[src/pkg/boim_pkg.sv]
// package for the jump / or / increment / move execution block
package boim_pkg;
  // 14-bit instruction word fields
  localparam int INSN_W = 14;
  localparam int PC_W = 13;
  localparam int DATA_W = 8;
  localparam int FADDR_W = 7;
  localparam int DEST_BIT = 7;
  localparam int JUMP_LIT_W = 11;
  localparam int LATCH_HI_BIT = 4;
  localparam int LATCH_LO_BIT = 3;
  localparam int STATUS_Z_BIT = 2;
  // opcode patterns (upper bits of the word)
  localparam logic [2:0] OPC_JUMP = 3'h5; // bits 13:11 = 101
  localparam logic [5:0] OPC_ORLIT = 6'h38; // bits 13:8 = 111000
  localparam logic [5:0] OPC_INCREMENT_FILE_REG = 6'h0a; // bits 13:8 = 001010
  localparam logic [5:0] OPC_ORWF = 6'h04; // bits 13:8 = 000100
  localparam logic [5:0] OPC_MOVE_FILE_REG = 6'h08; // bits 13:8 = 001000
  // reset values
  localparam logic [PC_W-1:0] PC_RESET = 13'h0000;
  localparam logic [DATA_W-1:0] ACC_RESET = 8'h00;
  localparam logic [DATA_W-1:0] STATUS_RESET = 8'h00;
  // a jump costs this many instruction cycles
  localparam int JUMP_CYCLES = 2;

  typedef enum logic [1:0] {
    BOIM_OP_NONE = 2'b00,
    BOIM_OP_ALU = 2'b01,
    BOIM_OP_JUMP = 2'b11
  } boim_op_t;

  // file register write request
  typedef struct packed {
    logic en;
    logic [FADDR_W-1:0] addr;
    logic [DATA_W-1:0] data;
  } boim_fwrite_t;

  typedef enum logic [1:0] {
    BOIM_ST_EXEC = 2'b00,
    BOIM_ST_FLUSH = 2'b01
  } boim_state_t;
endpackage : boim_pkg

[src/verilog/boim_alu.sv]
// combinational result unit for or / increment / move
`timescale 1ns/10ps
`default_nettype none
module boim_alu (
  input wire logic [13:0] insn,
  input wire logic [7:0] acc,
  input wire logic [7:0] fdata,
  output logic [7:0] result,
  output logic hit,
  output logic to_file,
  output logic is_orlit
);
  wire logic [5:0] opc = insn[13:8];
  wire logic is_inc = (opc == boim_pkg::OPC_INCREMENT_FILE_REG);
  wire logic is_orwf = (opc == boim_pkg::OPC_ORWF);
  wire logic is_mov = (opc == boim_pkg::OPC_MOVE_FILE_REG);
  // result selection
  assign is_orlit = (opc == boim_pkg::OPC_ORLIT);
  assign hit = is_orlit | is_inc | is_orwf | is_mov;
  assign to_file = ~is_orlit & insn[boim_pkg::DEST_BIT];
  assign result = is_orlit ? (acc | insn[7:0]) :
                  is_inc ? 8'(fdata + 8'h01) :
                  is_orwf ? (acc | fdata) :
                  fdata;
endmodule : boim_alu
`default_nettype wire

[src/verilog/boim_exec.sv]
// execution stage for jump, or-literal, increment, or-file and move-file
`timescale 1ns/10ps
`default_nettype none
module boim_exec (
  input wire logic ref_clk,
  input wire logic reset,
  input wire logic clk_en,
  input wire logic insn_valid,
  input wire logic [13:0] insn,
  input wire logic [7:0] fdata,
  input wire logic [7:0] branch_high_latch,
  output logic [12:0] program_counter,
  output logic [7:0] accumulator,
  output logic [7:0] status,
  output boim_pkg::boim_fwrite_t fwrite,
  output logic flush,
  output logic busy
);
  boim_pkg::boim_state_t state;
  boim_pkg::boim_state_t next_state;
  logic [7:0] result;
  logic alu_hit;
  logic to_file;
  logic is_orlit;

  boim_alu u_alu (
    .insn(insn),
    .acc(accumulator),
    .fdata(fdata),
    .result(result),
    .hit(alu_hit),
    .to_file(to_file),
    .is_orlit(is_orlit)
  );

  // decode; during the flush cycle the prefetched word is discarded
  // fdata is the far side's combinational read of insn[6:0] in this very cycle, so an
  // operand arrives together with its word and every ordinary word finishes in one cycle.
  // a jump cannot do that: the word fetched behind it is already in flight when the new
  // counter lands, hence one dead cycle in which nothing is taken and the counter holds.
  // clk_en gates every flop below, so a frozen core keeps its flush state as well; the
  // dead cycle is only spent on an enabled edge, never lost while the core is stalled.
  wire logic in_exec = (state == boim_pkg::BOIM_ST_EXEC);
  wire logic take = clk_en & insn_valid & in_exec;
  wire logic is_jump = (insn[13:11] == boim_pkg::OPC_JUMP);
  wire logic do_jump = take & is_jump;
  wire logic do_alu = take & alu_hit & ~is_jump;
  wire logic do_step = take & ~is_jump;
  wire logic zero = (result == 8'h00);
  // per-opcode names used by the checks below
  wire logic op_inc = (insn[13:8] == boim_pkg::OPC_INCREMENT_FILE_REG);
  wire logic op_orwf = (insn[13:8] == boim_pkg::OPC_ORWF);
  wire logic op_move_file_reg = (insn[13:8] == boim_pkg::OPC_MOVE_FILE_REG);
  wire logic dest_file = insn[boim_pkg::DEST_BIT];
  wire logic [12:0] jump_target = {branch_high_latch[boim_pkg::LATCH_HI_BIT:boim_pkg::LATCH_LO_BIT],
                                   insn[10:0]};
  wire logic [12:0] next_pc = do_jump ? jump_target :
                              do_step ? 13'(program_counter + 13'h0001) : program_counter;
  assign next_state = do_jump ? boim_pkg::BOIM_ST_FLUSH :
                      (clk_en ? boim_pkg::BOIM_ST_EXEC : state);

  // counter and sequencing
  always_ff @(posedge ref_clk) begin
    if (reset) begin
      program_counter <= boim_pkg::PC_RESET;
      state <= boim_pkg::BOIM_ST_EXEC;
      flush <= 1'b0;
      busy <= 1'b0;
    end else if (clk_en) begin
      program_counter <= next_pc;
      state <= next_state;
      flush <= do_jump;
      busy <= do_jump;
    end
  end

  // accumulator and zero flag; only the zero bit of status ever moves
  always_ff @(posedge ref_clk) begin
    if (reset) begin
      accumulator <= boim_pkg::ACC_RESET;
      status <= boim_pkg::STATUS_RESET;
    end else if (do_alu) begin
      if (!to_file) begin
        accumulator <= result;
      end
      status[boim_pkg::STATUS_Z_BIT] <= zero;
    end
  end

  // file write port, pulse for one enabled cycle, held through a stall
  always_ff @(posedge ref_clk) begin
    if (reset) begin
      fwrite <= '0;
    end else if (clk_en) begin
      fwrite.en <= do_alu & to_file;
      fwrite.addr <= insn[6:0];
      fwrite.data <= result;
    end
  end

  a_jump_target: assert property (@(posedge ref_clk) disable iff (reset)
    do_jump |=> program_counter == {$past(branch_high_latch[4:3]), $past(insn[10:0])})
    else $error("jump target wrong");
  a_jump_two_cycle: assert property (@(posedge ref_clk) disable iff (reset)
    do_jump |=> (busy && !in_exec))
    else $error("jump did not take a second cycle");
  a_zero_flag: assert property (@(posedge ref_clk) disable iff (reset)
    do_alu |=> status[2] == ($past(result) == 8'h00))
    else $error("zero flag wrong");
  a_status_other: assert property (@(posedge ref_clk) disable iff (reset)
    1'b1 |=> {status[7:3], status[1:0]} == $past({status[7:3], status[1:0]}))
    else $error("other status bits changed");
  a_orlit_acc: assert property (@(posedge ref_clk) disable iff (reset)
    (do_alu && is_orlit) |=> accumulator == ($past(accumulator) | $past(insn[7:0])))
    else $error("or literal result wrong");
  a_file_dest: assert property (@(posedge ref_clk) disable iff (reset)
    (do_alu && to_file) |=> fwrite.en && accumulator == $past(accumulator))
    else $error("file destination mishandled");
  a_inc_acc: assert property (@(posedge ref_clk) disable iff (reset)
    (do_alu && insn[13:8] == 6'h0a && !insn[7])
      |=> accumulator == 8'($past(fdata) + 8'h01))
    else $error("increment result wrong");
  a_move_one: assert property (@(posedge ref_clk) disable iff (reset)
    (do_alu && insn[13:8] == 6'h08 && !insn[7]) |=> (accumulator == $past(fdata) && !busy))
    else $error("move not single cycle");
  a_orwf_file: assert property (@(posedge ref_clk) disable iff (reset)
    (do_alu && insn[13:8] == 6'h04 && insn[7])
      |=> fwrite.data == ($past(accumulator) | $past(fdata)))
    else $error("or file result wrong");

  // the checks below rebuild each answer from the operands, not from result, so a
  // broken result unit shows up here rather than agreeing with itself

  // low counter bits come straight from the immediate
  a_jump_low: assert property (@(posedge ref_clk) disable iff (reset)
    do_jump
      |=> program_counter[10:0] == $past(insn[10:0]))
    else $error("jump low bits wrong");

  // high counter bits come from the latch, never from the old counter
  a_jump_high: assert property (@(posedge ref_clk) disable iff (reset)
    do_jump
      |=> program_counter[12:11] == $past(branch_high_latch[4:3]))
    else $error("jump high bits wrong");

  // the dead cycle after a jump takes nothing and moves nothing
  a_flush_drop: assert property (@(posedge ref_clk) disable iff (reset)
    (!in_exec && clk_en)
      |=> (program_counter == $past(program_counter) && !fwrite.en))
    else $error("word executed in flush cycle");

  // the dead cycle lasts one enabled cycle only
  a_flush_once: assert property (@(posedge ref_clk) disable iff (reset)
    (flush && clk_en)
      |=> (!flush && !busy && in_exec))
    else $error("flush longer than one cycle");

  // a jump leaves accumulator, status and the file alone
  a_jump_quiet: assert property (@(posedge ref_clk) disable iff (reset)
    do_jump
      |=> (status == $past(status) && accumulator == $past(accumulator) && !fwrite.en))
    else $error("jump touched data state");

  // or-literal zero flag rebuilt from the operands
  a_orlit_zero: assert property (@(posedge ref_clk) disable iff (reset)
    (do_alu && is_orlit)
      |=> status[2] == (($past(accumulator) | $past(insn[7:0])) == 8'h00))
    else $error("or literal zero flag wrong");

  // increment back into the file register
  a_inc_file: assert property (@(posedge ref_clk) disable iff (reset)
    (do_alu && op_inc && dest_file)
      |=> (fwrite.en && fwrite.data == 8'($past(fdata) + 8'h01)))
    else $error("increment write back wrong");

  // an increment gives zero only when the operand was all ones
  a_inc_zero: assert property (@(posedge ref_clk) disable iff (reset)
    (do_alu && op_inc)
      |=> status[2] == ($past(fdata) == 8'hff))
    else $error("increment zero flag wrong");

  // or-file into the accumulator
  a_orwf_acc: assert property (@(posedge ref_clk) disable iff (reset)
    (do_alu && op_orwf && !dest_file)
      |=> accumulator == ($past(accumulator) | $past(fdata)))
    else $error("or file accumulator wrong");

  // move-file back into itself keeps address and value
  a_move_file: assert property (@(posedge ref_clk) disable iff (reset)
    (do_alu && op_move_file_reg && dest_file)
      |=> (fwrite.data == $past(fdata) && fwrite.addr == $past(insn[6:0])))
    else $error("move write back wrong");

  // move-file tests the register whichever the destination
  a_move_zero: assert property (@(posedge ref_clk) disable iff (reset)
    (do_alu && op_move_file_reg)
      |=> status[2] == ($past(fdata) == 8'h00))
    else $error("move zero flag wrong");

  // every word but a jump advances the counter by one in one cycle
  a_step_pc: assert property (@(posedge ref_clk) disable iff (reset)
    do_step
      |=> (program_counter == 13'($past(program_counter) + 13'h0001) && !busy))
    else $error("counter step wrong");

  // a stalled core keeps status and the rest of its state
  a_freeze_all: assert property (@(posedge ref_clk) disable iff (reset)
    !clk_en
      |=> (status == $past(status) && program_counter == $past(program_counter)
           && accumulator == $past(accumulator) && fwrite == $past(fwrite)))
    else $error("state moved while stalled");

  // an accumulator destination never writes the file
  a_acc_dest: assert property (@(posedge ref_clk) disable iff (reset)
    (do_alu && !to_file)
      |=> !fwrite.en)
    else $error("file written for accumulator destination");
endmodule : boim_exec
`default_nettype wire

[config.mk]
export PLATFORM = sky130hd
export DESIGN_NAME = boim_exec
export DESIGN_NICKNAME = d
export VERILOG_FILES = /design/src/pkg/boim_pkg.sv /design/src/verilog/boim_alu.sv /design/src/verilog/boim_exec.sv
export SDC_FILE = /design/constraint.sdc
export NUM_CORES = 1
export LEC_CHECK = 0
export BUFFER_PORTS_ARGS = -buffer_cell sky130_fd_sc_hd__buf_2
export CAP_MARGIN = 0
export CORE_MARGIN = 3
export CORE_UTILIZATION = 35
export CTS_CLUSTER_SIZE = 12
export DETAILED_ROUTE_END_ITERATION = 16
export PLACE_DENSITY_LB_ADDON = 0.25
export SLEW_MARGIN = 20
export SYNTH_ARGS = -nofsm -noshare
export SYNTH_HDL_FRONTEND = slang
export SYNTH_HIERARCHICAL = 1
export SYNTH_SLANG_ARGS = --single-unit
[constraint.sdc]
create_clock -name ref_clk -period 3.8 [get_ports ref_clk]
set_clock_uncertainty 0.15 [all_clocks]
set_input_delay 0.57 -clock ref_clk [delete_from_list [all_inputs] [get_ports ref_clk]]
set_output_delay 0.57 -clock ref_clk [all_outputs]
set_load 0.02 [all_outputs]
==> results.sh <==
export IMPL_layout_commonest_cell="buf_2"
export IMPL_synth_area_um2=2357
export IMPL_final_hold_violation_count=0
export IMPL_clk_latency_ps=300
export IMPL_endpoint_kind="flop"
export IMPL_synth_compound_area_share_pct=19.43
export IMPL_synth_edf_count=0
export IMPL_setup_viol=0
export IMPL_cpMaxStageDelayCell="nor4b_4"
export IMPL_maxSlewViolCount=0
export IMPL_layout_common_cells="buf_2, dfxtp_1, a21oi_1"
export IMPL_grt_max_degree=43
export IMPL_fin_setup_tns_ps=0
export IMPL_vdd_drop_max_mv=0.2297
export IMPL_cts_tree="built"
export IMPL_post_cts_resize_count=0
export IMPL_antenna_found_initial=0
export IMPL_die_h_um=88.07
export IMPL_cts_buffers_inserted=5
export IMPL_regArea_um2=780.7
export IMPL_antennaDiodeCount=0
export IMPL_coreArea_um2=6422
export IMPL_comb_power_share_pct=15.4
export IMPL_yosys_area_share_simple_pct=30.10
export IMPL_drc=0
export IMPL_ys_seq_area_share_pct=33.12
export IMPL_firstDrtPassIters=4
export IMPL_path_class="input port to flop"
export IMPL_multi_input_area_um2=1426
export IMPL_cp_max_fo=13
export IMPL_synthMuxAreaShare_pct=8.068
export IMPL_io_buffers=67
export IMPL_tightestPinTransition_ps=810.7
export IMPL_synth_top_cell_area_share_pct=33.12
export IMPL_path_cells="buf_2 -> nor4b_4 -> nand4_1 -> mux2i_1 -> o22a_1 -> nor4_1 -> nand4_1 -> a21oi_1"
export IMPL_drive_gt1_share_pct=25.73
export IMPL_grt_overflow_total=0
export IMPL_postCtsSetupRepairBufs=0
export IMPL_avgRoutedWirePerCell_um=16.01
export IMPL_synth_seq_cells=39
export IMPL_clockBufferDepth=2
export IMPL_timing_fmax_ghz=0.3869
export IMPL_grt_pass1_vias=2086
export IMPL_grt_use_total_pct=17.67
export IMPL_p_leak_nw=1.212
export IMPL_drt_iter0_markers=120
export IMPL_synth_warnings=6
export IMPL_start_util_pct=36.70
export IMPL_rows=29
export IMPL_fin_crit_sh_pct=68.02
export IMPL_utilization_pct=43.68
export IMPL_seqPwrFrac_pct=42.9
export IMPL_htree_levels=2
export IMPL_vias=2282
export IMPL_hp_class="flop to flop"
export IMPL_synth_top_family_by_area="simple AND/OR/NAND/NOR gates"
export IMPL_timing_final_crit_period_ps=2585
export IMPL_cts_hold_buf=0
export IMPL_pwr_share_clk_pct=41.7
export IMPL_post_drt_via_cell_ratio=5.446
export IMPL_synth_avg_cell_area_um2=8.330
export IMPL_dieArea_um2=7755
export IMPL_p_per_area_nw_per_um2=361.2
export IMPL_cp_start_kind="input port"
export IMPL_synth_area_leaders="dfxtp_1, mux2i_1, a21oi_1, nand2_1, nor2_1"
export IMPL_r2r_setup_slack_ps=2040
export IMPL_cp_required_ps=3880
export IMPL_ioPinCount=81
export IMPL_wl_mm=6.710
export IMPL_antenna_left=0
export IMPL_p_int_uw=738.8
export IMPL_crit_arrival_ps=2670
export IMPL_swShare_pct=27.09
export IMPL_yosysTopAreaCell="dfxtp_1"
export IMPL_synth_adder_area_share_pct=1.062
export IMPL_ys_async_sr_fraction_pct=0
export IMPL_synth_cell_type_count=58
export IMPL_cts_sinks=39
export IMPL_status="complete, no violations"
export IMPL_synth_main_ff_cell="dfxtp_1"
export IMPL_syn_to_final_growth_pct=19.00
export IMPL_netlist_instances=283
export IMPL_n_fill_cell=650
export IMPL_cts_root_buf="clkbuf_8"
export IMPL_clk_pin_slew_ps=80
export IMPL_chipWidth_um=88.07
export IMPL_max_cap_violations=0
export IMPL_crit_path_max_incr_delay_ps=620
export IMPL_dp_hpwl_mm=4.917
export IMPL_synth_xor_area_share_pct=0.7431
export IMPL_switching_power_uw=274.4
export IMPL_cp_common_cell="nand4_1"
export IMPL_fin_nets=377
export IMPL_relSlewSlack_pct=45.95
export IMPL_gp_congestion=0.8207
export IMPL_rsz0062_at_grt="false"
export IMPL_grt_pass1_wl_mm=10.69
## final timing paths
kind,start,end,cells after the start
max,insn[13],status[2],8
min,status[2],status[2],2
max reg2reg,program_counter[0],program_counter[6],5
min reg2reg,status[2],status[2],2
## power groups by stage
stage          Combinational (mW)  Sequential (mW)  Clock, mW
2_1_floorplan              0.0886            0.461          0
3_3_place_gp                0.155            0.444          0
3_5_place_dp                0.156            0.444          0
4_1_cts                     0.157            0.435      0.434
5_1_grt                     0.172            0.437      0.454
6_report                    0.156            0.435      0.422
## registers in the layout, indices dropped and copies added, names as in the netlist
name             cells
accumulator          8
status               1
program_counter     13
busy                 1
fwrite              16
## cell families after synthesis
| group | count (synthesis) |
|---|---|
| flops | 39 |
| buf+inv | 30 |
| compound gates | 72 |
| other cells | 1 |
| mux | 19 |
| fa+ha+maj | 2 |
| simple gates | 118 |
| xor+xnor | 2 |
## critical path, delay by kind of cell
| kind | cells | cell delay (ps) |
|---|---|---|
| AO/OA/AOI/OAI | 2 | 390 |
| buffers and inverters | 1 | 160 |
| multiplexers | 1 | 170 |
| AND/OR/NAND/NOR | 4 | 1380 |
## area by class of cell
type                    count  share of cell area, %
inverters                   8                  1.070
flip-flops and latches     39                  27.83
well taps                  77                  3.434
multi-input cells         220                  50.85
clock inverters             3                  2.409
repair buffers             67                  11.95
clock buffers               5                  2.453
## metrics by stage
| step | instance area (µm²) | power [mW] | setup slack, ps | hold WS [ps] | cells |
|---|---|---|---|---|---|
| 6_report | 2805 | 1.013 | 1215 | 332.8 | 419 |
| 3_5_place_dp | 2669 | 0.6001 | 892.1 | 321.0 | 411 |
| 5_1_grt | 2805 | 1.063 | 1031 | 361.1 | 419 |
| 3_3_place_gp | 2669 | 0.5987 | 914.6 | 316.2 | 411 |
| 2_1_floorplan | 2380 | 0.5494 | 1459 | 382.7 | 289 |
| 4_1_cts | 2805 | 1.026 | 1217 | 332.9 | 419 |
## per-layer routing
layer / vias to the layer above / part of all wire, % / global-route usage [%]
met5: - / 0 / 0
met4: 0 / 1.7 / 5.632
met3: 9 / 6.1 / 3.387
met2: 59 / 45 / 26.99
met1: 1062 / 47 / 25.10
li1: 1152 / - / -
## cell usage after synthesis, types with 3 or more instances
library cell  number
mux2i_1           19
buf_2              6
o32ai_1            3
o21ai_1            3
dfxtp_1           39
nand2_1           26
nor4_1             3
buf_4             12
nand3b_1           6
inv_1              7
nor3_1             8
nand3_1           12
and3_1             4
a21oi_1           29
and4_1             3
nor2_1            26
o21ai_0           13
and2_1             4
nand4_1            8
(Power assumes the default switching activity.)
